$ cat src/rtl/asmc_cfg.svh
// Purpose: timing counts and widths for the async static memory host
// Assumes: 50 MHz clock, 20 ns period
// Notes:   each time used for a cycle count rounds up to whole clock cycles, longest times too
`ifndef ASMC_CFG_SVH
`define ASMC_CFG_SVH

`define ASMC_CLK_PERIOD_NS        20
`define ASMC_ADDR_W               19
`define ASMC_DATA_W               8
`define ASMC_WORDS                524288
// times in ns
`define ASMC_ADDRESS_ACCESS_NS    100
`define ASMC_ENABLE_ACCESS_NS     100
`define ASMC_OE_ACCESS_NS         50
`define ASMC_MIN_CYCLE_NS         100
`define ASMC_STROBE_TO_HIGH_Z_NS  30
`define ASMC_STROBE_PULSE_NS      60
`define ASMC_SELECT_TO_END_NS     80
`define ASMC_OE_HIGH_Z_NS         30
`define ASMC_DATA_SETUP_NS        40
`define ASMC_WRITE_DISABLE_NS     5
// cycle counts derived from the times
`define ASMC_CYC_UP(t) (((t) + `ASMC_CLK_PERIOD_NS - 1) / `ASMC_CLK_PERIOD_NS)
// read wait: access time, one margin cycle, two sync stages
`define ASMC_READ_CYC   (`ASMC_CYC_UP(`ASMC_ADDRESS_ACCESS_NS) + 3)
`define ASMC_HIZ_CYC    `ASMC_CYC_UP(`ASMC_STROBE_TO_HIGH_Z_NS)
`define ASMC_WPULSE_CYC `ASMC_CYC_UP(`ASMC_SELECT_TO_END_NS)
`define ASMC_OEOFF_CYC  `ASMC_CYC_UP(`ASMC_OE_HIGH_Z_NS)
`define ASMC_RECOV_CYC  `ASMC_CYC_UP(`ASMC_MIN_CYCLE_NS)
`define ASMC_CNT_W      4

`endif

$ cat src/rtl/asmc_pkg.sv
// Purpose: types for the async static memory host
// Assumes: constants come from asmc_cfg.svh
// Notes:   none
package asmc_pkg;
    typedef enum logic [2:0] {
        ASMC_IDLE,
        ASMC_RD_ACCESS,
        ASMC_RD_OFF,
        ASMC_WR_HIZ,
        ASMC_WR_PULSE,
        ASMC_RECOVER
    } asmc_state_t;
endpackage : asmc_pkg

$ cat src/rtl/asmc_sync.sv
// Purpose: two-flop synchroniser for the data pins
// Assumes: one clock
// Notes:   first stage read only by second
`timescale 1ns/100ps
`include "asmc_cfg.svh"
module asmc_sync (
    input  wire logic                    clock,
    input  wire logic                    rstn,
    input  wire logic [`ASMC_DATA_W-1:0] din,
    output logic      [`ASMC_DATA_W-1:0] dout
);
    logic [`ASMC_DATA_W-1:0] meta_reg;
    logic [`ASMC_DATA_W-1:0] dout_reg;

    always_ff @(posedge clock) begin
        if (!rstn) begin
            meta_reg <= '0;
            dout_reg <= '0;
        end else begin
            meta_reg <= din;
            dout_reg <= meta_reg;
        end
    end
    assign dout = dout_reg;
endmodule : asmc_sync

$ cat src/rtl/asmc_host.sv
// Purpose: host that reads and writes an async 512K x 8 static memory
// Assumes: 50 MHz clock; memory pins are asynchronous to it
// Notes:   one request at a time, accepted on req_valid with req_ready
// Notes on behaviour
// 19 address lines pick one byte
// memory floats data when deselected or off
// write: select low, strobe low
// read: select, output low, strobe high
// output high keeps read internal, floated
// select high between accesses saves power
// access counted from last enabling event
// data valid 100ns after stable address
// address change starts new access
// address changes spaced one cycle time
// address steady through enable-led read
// output-enable read waits all access times
// strobe width from later falling control
// wait strobe-to-float before driving data
// write may end by select rising
// memory stores data at ending edge
`timescale 1ns/100ps
`include "asmc_cfg.svh"
module asmc_host (
    input  wire logic                    clock,
    input  wire logic                    rstn,
    input  wire logic                    req_valid,
    input  wire logic                    req_write,
    input  wire logic [`ASMC_ADDR_W-1:0] req_addr,
    input  wire logic [`ASMC_DATA_W-1:0] req_wdata,
    output logic                         req_ready,
    output logic                         rsp_valid,
    output logic      [`ASMC_DATA_W-1:0] rsp_rdata,
    output logic      [`ASMC_ADDR_W-1:0] mem_addr,
    output logic                         chip_on_n,
    output logic                         output_on_n,
    output logic                         stor_strob_n,
    input  wire logic [`ASMC_DATA_W-1:0] data_in,
    output logic      [`ASMC_DATA_W-1:0] data_out,
    output logic                         data_oe_n
);
    // each wait state counts down to one, then moves on
    localparam logic [`ASMC_CNT_W-1:0] READ_CYC =
        `ASMC_CNT_W'(`ASMC_READ_CYC);
    localparam logic [`ASMC_CNT_W-1:0] HIZ_CYC =
        `ASMC_CNT_W'(`ASMC_HIZ_CYC);
    localparam logic [`ASMC_CNT_W-1:0] WPULSE_CYC =
        `ASMC_CNT_W'(`ASMC_WPULSE_CYC);
    localparam logic [`ASMC_CNT_W-1:0] OEOFF_CYC =
        `ASMC_CNT_W'(`ASMC_OEOFF_CYC);
    localparam logic [`ASMC_CNT_W-1:0] RECOV_CYC =
        `ASMC_CNT_W'(`ASMC_RECOV_CYC);

    asmc_pkg::asmc_state_t    state_reg;
    asmc_pkg::asmc_state_t    state_next;
    logic [`ASMC_CNT_W-1:0]   cnt_reg;
    logic [`ASMC_CNT_W-1:0]   cnt_next;
    logic                     ready_reg;
    logic                     ready_next;
    logic                     rvalid_reg;
    logic                     rvalid_next;
    logic [`ASMC_DATA_W-1:0]  rdata_reg;
    logic [`ASMC_DATA_W-1:0]  rdata_next;
    logic [`ASMC_ADDR_W-1:0]  addr_reg;
    logic [`ASMC_ADDR_W-1:0]  addr_next;
    logic [`ASMC_DATA_W-1:0]  wdata_reg;
    logic [`ASMC_DATA_W-1:0]  wdata_next;
    logic                     ce_reg;
    logic                     ce_next;
    logic                     oe_reg;
    logic                     oe_next;
    logic                     we_reg;
    logic                     we_next;
    logic                     doe_reg;
    logic                     doe_next;
    logic [`ASMC_DATA_W-1:0]  data_sync;

    // data pins are asynchronous: two flops before any use
    asmc_sync u_sync (
        .clock (clock),
        .rstn  (rstn),
        .din   (data_in),
        .dout  (data_sync)
    );

    always_comb begin
        state_next  = state_reg;
        cnt_next    = cnt_reg;
        ready_next  = ready_reg;
        rvalid_next = 1'b0;
        rdata_next  = rdata_reg;
        addr_next   = addr_reg;
        wdata_next  = wdata_reg;
        ce_next     = ce_reg;
        oe_next     = oe_reg;
        we_next     = we_reg;
        doe_next    = doe_reg;
        case (state_reg)
            asmc_pkg::ASMC_IDLE: begin
                if (req_valid && ready_reg) begin
                    ready_next = 1'b0;
                    addr_next  = req_addr;
                    wdata_next = req_wdata;
                    ce_next    = 1'b0;
                    if (req_write) begin
                        // output enable off first so data can float
                        oe_next    = 1'b1;
                        we_next    = 1'b0;
                        cnt_next   = HIZ_CYC;
                        state_next = asmc_pkg::ASMC_WR_HIZ;
                    end else begin
                        // address, select and output together
                        oe_next    = 1'b0;
                        we_next    = 1'b1;
                        cnt_next   = READ_CYC;
                        state_next = asmc_pkg::ASMC_RD_ACCESS;
                    end
                end
            end
            asmc_pkg::ASMC_RD_ACCESS: begin
                // address held steady for whole access, see
                if (cnt_reg == 1) begin
                    // data sampled after sync delay past 100 ns, see
                    rdata_next  = data_sync;
                    rvalid_next = 1'b1;
                    oe_next     = 1'b1;
                    ce_next     = 1'b1;
                    cnt_next    = OEOFF_CYC;
                    state_next  = asmc_pkg::ASMC_RD_OFF;
                end else begin
                    cnt_next = cnt_reg - 1'b1;
                end
            end
            asmc_pkg::ASMC_RD_OFF: begin
                // memory drivers float before anything else may drive
                if (cnt_reg == 1) begin
                    cnt_next   = RECOV_CYC;
                    state_next = asmc_pkg::ASMC_RECOVER;
                end else begin
                    cnt_next = cnt_reg - 1'b1;
                end
            end
            asmc_pkg::ASMC_WR_HIZ: begin
                // data waits until the memory has floated its outputs
                if (cnt_reg == 1) begin
                    doe_next   = 1'b0;
                    cnt_next   = WPULSE_CYC;
                    state_next = asmc_pkg::ASMC_WR_PULSE;
                end else begin
                    cnt_next = cnt_reg - 1'b1;
                end
            end
            asmc_pkg::ASMC_WR_PULSE: begin
                // strobe and select fell together; width from then
                if (cnt_reg == 1) begin
                    we_next    = 1'b1;
                    ce_next    = 1'b1;
                    cnt_next   = RECOV_CYC;
                    state_next = asmc_pkg::ASMC_RECOVER;
                end else begin
                    cnt_next = cnt_reg - 1'b1;
                end
            end
            asmc_pkg::ASMC_RECOVER: begin
                // data held one extra cycle past ending edge, see
                doe_next = 1'b1;
                if (cnt_reg == 1) begin
                    ready_next = 1'b1;
                    state_next = asmc_pkg::ASMC_IDLE;
                end else begin
                    cnt_next = cnt_reg - 1'b1;
                end
            end
            default: begin
                state_next = asmc_pkg::ASMC_IDLE;
                ready_next = 1'b1;
                ce_next    = 1'b1;
                oe_next    = 1'b1;
                we_next    = 1'b1;
                doe_next   = 1'b1;
            end
        endcase
    end

    // reset leaves the memory deselected, in standby
    always_ff @(posedge clock) begin
        if (!rstn) begin
            state_reg  <= asmc_pkg::ASMC_IDLE;
            cnt_reg    <= '0;
            ready_reg  <= 1'b1;
            rvalid_reg <= 1'b0;
            rdata_reg  <= '0;
            addr_reg   <= '0;
            wdata_reg  <= '0;
            ce_reg     <= 1'b1;
            oe_reg     <= 1'b1;
            we_reg     <= 1'b1;
            doe_reg    <= 1'b1;
        end else begin
            state_reg  <= state_next;
            cnt_reg    <= cnt_next;
            ready_reg  <= ready_next;
            rvalid_reg <= rvalid_next;
            rdata_reg  <= rdata_next;
            addr_reg   <= addr_next;
            wdata_reg  <= wdata_next;
            ce_reg     <= ce_next;
            oe_reg     <= oe_next;
            we_reg     <= we_next;
            doe_reg    <= doe_next;
        end
    end

    // every output comes straight from a flip-flop
    assign req_ready    = ready_reg;
    assign rsp_valid    = rvalid_reg;
    assign rsp_rdata    = rdata_reg;
    assign mem_addr     = addr_reg;
    assign chip_on_n    = ce_reg;
    assign output_on_n  = oe_reg;
    assign stor_strob_n = we_reg;
    assign data_out     = wdata_reg;
    assign data_oe_n    = doe_reg;
endmodule : asmc_host

$ cat config.mk
export PLATFORM = sky130hd
export DESIGN_NAME = asmc_host
export DESIGN_NICKNAME = d
export VERILOG_FILES = /design/src/rtl/asmc_pkg.sv /design/src/rtl/asmc_sync.sv /design/src/rtl/asmc_host.sv
export VERILOG_INCLUDE_DIRS = /design/src /design/src/rtl
export SDC_FILE = /design/constraint.sdc
export NUM_CORES = 1
export LEC_CHECK = 0
export ABC_AREA = 1
export BUFFER_PORTS_ARGS = -buffer_cell sky130_fd_sc_hd__buf_2
export CORE_ASPECT_RATIO = 0.75
export CORE_UTILIZATION = 35
export DETAILED_ROUTE_END_ITERATION = 12
export PLACE_DENSITY = 0.56
export SYNTH_ARGS = -nofsm -noshare
export SYNTH_HDL_FRONTEND = slang
export SYNTH_SLANG_ARGS = --single-unit
$ cat constraint.sdc
create_clock -name clock -period 3.25 [get_ports clock]
set_input_delay 0.325 -clock clock [delete_from_list [all_inputs] [get_ports clock]]
set_output_delay 0.325 -clock clock [all_outputs]
set_load 0.01 [all_outputs]
# Word-level counts from Yosys, hierarchy flattened
# Index checks and enable logic that the tools add are counted.
dict set report classes {
  addsub 1
  n_mul 0
  n_div 0
  n_lt_le_gt_ge 0
  n_eq_ne 14
  shifts 0
  n_mux 27
  bitwise 5
  reduce_logical 20
}
# cell count
set ops {}
lappend ops {{4-bit 2-to-1 mux} 6}
lappend ops {{4-bit one-hot mux with 5 select lines} 1}
lappend ops {{4-bit OR reduction} 4}
lappend ops {{3-bit 2-to-1 mux} 5}
lappend ops {{3-bit one-hot mux with 5 select lines} 1}
lappend ops {{3-bit AND reduction} 5}
lappend ops {{2-bit inequality test (second input constant)} 6}
lappend ops {{1-bit one-hot mux with 3 select lines} 4}
lappend ops {{1-bit 2-to-1 mux} 8}
lappend ops {{2-bit AND reduction} 4}
lappend ops {{3-bit by 2-bit == test with 1-bit output (second input constant)} 2}
lappend ops {{3-bit == test (second input constant)} 2}
lappend ops {{1-bit inverter} 5}
lappend ops {{5-bit AND reduction} 1}
lappend ops {{5-bit nonzero test} 1}
lappend ops {{4-bit by 1-bit == test with 1-bit output (second input constant)} 1}
lappend ops {{2-bit by 1-bit inequality test with 1-bit output (second input constant)} 2}
lappend ops {{2-bit OR reduction} 2}
lappend ops {{4-bit by 1-bit subtractor with 4-bit output (second input constant)} 1}
lappend ops {{3-bit by 1-bit == test with 1-bit output (second input constant)} 1}
lappend ops {{3-bit zero test} 1}
lappend ops {{3-bit OR reduction} 1}
lappend ops {{2-bit 2-to-1 mux} 1}
lappend ops {{1-bit one-hot mux with 2 select lines} 1}
lappend ops {{1-bit logical AND} 1}
dict set report totals {
  regBits 64
  latchBits 0
  mem_bits_rw 0
  rom_bits 0
  inputBits 39
  out_inout_bits 41
  word_cells 80
  n_memories 0
}

# Longest topological paths before layout
dict set report logic_depth {
  depth_word 4
  mapped_depth 9
  depth_no_buf 9
}

# Modules after synthesis
# From an unflattened synthesis, not the netlist that was laid out.
dict set report unflattened {
  hier_cells 323
  area_unflattened_um2 2571.2
}
# mod n_inst cells_per_inst area_per_inst_um2 seq_area_each_um2
set by_module_without_submodules {}
lappend by_module_without_submodules {asmc_host 1 273 2087.0 960.9}
lappend by_module_without_submodules {asmc_sync 1 50 484.2 320.3}

# Worst setup path before layout
# Ideal clock, no wire load.
dict set report synth_path {
  path_kind {register -> register}
  start {reg cnt_reg[0]}
  end {reg state_reg[1]}
  setup_time_ns 0.113
  t_arrival_ns 1.188
  required_ns 3.137
  setup_slack_ns 1.949
  path_stages_with_launch 9
  path_buffers 0
  synth_period_minus_slack_ns 1.301
  path_cell_list {dfxtp_1 > ha_1 > nand2_2 > a21oi_2 > nand2_2 > nor2_4 > nand2_1 > nand2_1 > nor2_1}
}
dict set report synth_between {
  elab_chain_len 3
  word_cells_on_any_way 6
  cone_classes {eq/ne: 5; reduce/logical: 1}
}
# item line
set synth_rtl {}
lappend synth_rtl {{from (decl)} asmc_host.sv:55} ;# logic [`ASMC_CNT_W-1:0] cnt_reg;
lappend synth_rtl {{from (signal assigned)} asmc_host.sv:200} ;# cnt_reg <= cnt_next;
lappend synth_rtl {{4-bit by 1-bit == test with 1-bit output (*)} --}
lappend synth_rtl {{2-bit inequality test (no line) / 2-bit by 1-bit inequality test with 1-bit output (equally long branches)} --}
lappend synth_rtl {{5-bit AND reduction (no line) (*)} --}
lappend synth_rtl {{to (signal assigned)} asmc_host.sv:187} ;# state_reg <= asmc_pkg::ASMC_IDLE;
lappend synth_rtl {{to (signal assigned)} asmc_host.sv:199} ;# state_reg <= state_next;
lappend synth_rtl {{to (decl)} asmc_host.sv:53} ;# asmc_pkg::asmc_state_t state_reg;
# Mark *: on every way between the ends. The rest lies on a longest branch, timed or not.
# A chain may end at the register's enable or synchronous reset.

# Final worst setup path
dict set report layout_path {
  start {reg state_reg[1]}
  end {reg addr_reg[18] (netlist: mem_addr[18])}
}
dict set report layout_between {
  elab_chain_len 2
}
# item line
set layout_rtl {}
lappend layout_rtl {{3-bit zero test} asmc_host.sv:97} ;# case (state_reg)
lappend layout_rtl {{2-bit AND reduction (no line)} --}
lappend layout_rtl {{to (signal assigned)} asmc_host.sv:204} ;# addr_reg <= addr_next;
lappend layout_rtl {{to (decl)} asmc_host.sv:63} ;# logic [`ASMC_ADDR_W-1:0] addr_reg;
# Every way passes these cells.

==> results_dict.tcl <==
set metrics [dict create \
    fin_skew_ps 10.2 \
    async_flop_share_pct 0 \
    die_h_um 75.7 \
    gp_congestion 0.778 \
    wl_mm 5.81 \
    maxSlewHeadroom_pct 66.6 \
    tightest_slew_ps 500 \
    syn2layout_area_growth_pct 27.4 \
    place.detailed.hpwl_mm 3.91 \
    clockBufferDepth 2 \
    cts-buffers-inserted 9 \
    antenna_cells 0 \
    viasPerCell 4.51 \
    end_kind "flip-flop" \
    worstPathRequired_ps 3460 \
    grt_pass1_vias 1992 \
    vdd_drop_max_mv 0.267 \
    ys_types 28 \
    cts_root_buf "clkbuf_8" \
    utilization_pct 46.8 \
    synth_commonest_cells "nand2_1 (75), dfxtp_1 (64), nand3_1 (39), a21oi_1 (35), nor2_1 (29)" \
    cts_tree "done" \
    hold_viol 0 \
    drive_gt1_share_pct 29.3 \
    yosysMostFrequentCell "nand2_1" \
    io_pins 80 \
    worstSkewPairLatency_ps 340 \
    critPathLaunchType "flip-flop" \
    p_per_area_nw_per_um2 876 \
    cts_hold_repair.buffers 0 \
    syn_inst 330 \
    ys_warn_count 0 \
    synth_top_area_share_pct 50.5 \
    path_class "reg -> reg" \
    grt_antenna_before_repair 0 \
    grt_max_degree 35 \
    yosys_most_used_dff "dfxtp_1" \
    ys_seq_area_share_pct 50.5 \
    core_area_um2 6900 \
    drtPass1Iterations 4 \
    rrSetupSlack_ps 1400 \
    postCtsSetupRepairBufs 0 \
    hp-class "in -> reg" \
    largest_reg_flops 19 \
    yosysTopAreaCell "dfxtp_1" \
    layout_min_cycle_time_ps 1850 \
    nNetsFinal 449 \
    setup_viol 0 \
    io_buffers 79 \
    grt_usage_pct 15.7 \
    ys_seq_elements 64 \
    row_count 26 \
    htree_levels 3 \
    die_area_um2 7590 \
    routed-via-count 2306 \
    start_util_pct 36.8 \
    timing.fmax_mhz 542 \
    synth_area_um2 2530 \
    p_leak_uw 0.00162 \
    drc 0 \
    ant_nets 0 \
    synthTopCellsByArea "dfxtp_1 (51%), nand2_1 (11%), nand3_1 (7.7%)" \
    worstPathArrival_ps 2050 \
    synth_nets 371 \
    maxSlewViolCount 0 \
    nFillCells 705 \
    rsz0062_at_grt "no" \
    clk_pin_slew_ps 70 \
    synth-edff-count 0 \
    drt_iter0_drc 128 \
    grt_pass1_wl_mm 9.09 \
    post-route-period-util_pct 56.8 \
    clkSinkCount 64 \
    die_x_um 100 \
    critPathMaxFanout 30 \
    outcome "completed" \
    fin_setup_tns_ps 0 \
    ctsResizeCount 0 \
    overflow 0 \
    wl_per_cell_um 11.4 \
    syn_area_per_cell_um2 7.68 \
    timing.max_cap.violations 0 \
]
[cells by family (layout without fill, tap and decap cells)]
logic type	after synthesis	after routing	synth area share (%)
AND/OR/NAND/NOR	160	160	28.6
flip-flops	64	64	50.5
XOR/XNOR	2	2	0.691
adder cells (fa/ha/maj)	2	2	0.987
buffers and inverters	49	132	7.90
AO/OA/AOI/OAI	53	53	11.3
[through the flow]
| stage | std cells | power (µW) | hold WS (ps) | instance area, µm² | setup slack, ps |
|---|---|---|---|---|---|
| floorplan | 330 | 1840 | 390 | 2530 | 1950 |
| global placement | 495 | 2080 | 392 | 3000 | 1430 |
| detailed placement | 495 | 2080 | 395 | 3000 | 1400 |
| CTS | 511 | 2860 | 144 | 3230 | 1400 |
| global route | 511 | 3060 | 144 | 3230 | 1180 |
| finish | 511 | 2830 | 162 | 3230 | 1400 |
[routing by layer]
layer,up-vias,track usage [%],share of wire (%)
li1,1208,-,-
met2,53,23.5,45
met4,0,5.80,1.3
met5,-,0,0
met1,1039,20.7,49
met3,6,6.15,4.7
[final timing paths]
check,from,endpoint,cells past startpoint
setup / recovery,state_reg[1]$_SDFFE_PN0P_,mem_addr[18]$_SDFFE_PN0P_,6
hold / removal,data_in[0],u_sync.meta_reg[0]$_SDFF_PN0_,3
setup reg to reg,state_reg[1]$_SDFFE_PN0P_,mem_addr[18]$_SDFFE_PN0P_,6
hold reg to reg,u_sync.meta_reg[6]$_SDFF_PN0_,u_sync.dout[6]$_SDFF_PN0_,2
[power breakdown]
part | switching, µW | leakage, µW | internal (µW)
Clock | 313 | 0.000109 | 455
Combinational | 677 | 0.000982 | 367
Sequential | 95.0 | 0.000525 | 924
[worst max-delay path, stage by stage (launching register included)]
cell and delay, ps:
dfxtp_1 380, nor2_2 190, nand2_4 90, inv_2 360, nand2_2 440, nand2_1 170
a21oi_1 70
[layout make-up]
type	instances	area (µm²)	area share, %
timing repair buffer	81	410	12.7
multi-input combinational	217	1050	32.6
sequential	64	1280	39.7
clock buffer	10	138	4.26
tap	98	123	3.80
clock inverter	6	92.6	2.87
inverter	35	131	4.07
[placed cells by master, fill, tap and decap left out]
master / instances
a21oi_4: 1
xnor2_1: 1
buf_2: 79
buf_4: 2
dfxtp_1: 64
nand3_2: 1
xor2_1: 1
clkinvlp_4: 2
o21ai_0: 12
clkbuf_8: 10
clkinv_4: 2
nand3_1: 39
bufinv_16: 2
nand2_4: 2
o21ai_1: 2
nor3_1: 1
nor2_1: 29
clkinv_1: 2
ha_1: 2
o211ai_1: 1
nand2_1: 75
nor2_4: 4
a21oi_1: 35
nor2_2: 3
nand2_2: 5
nand4_1: 1
a21oi_2: 2
inv_2: 6
inv_1: 27
Note: power is estimated with default switching activity, not from simulation.
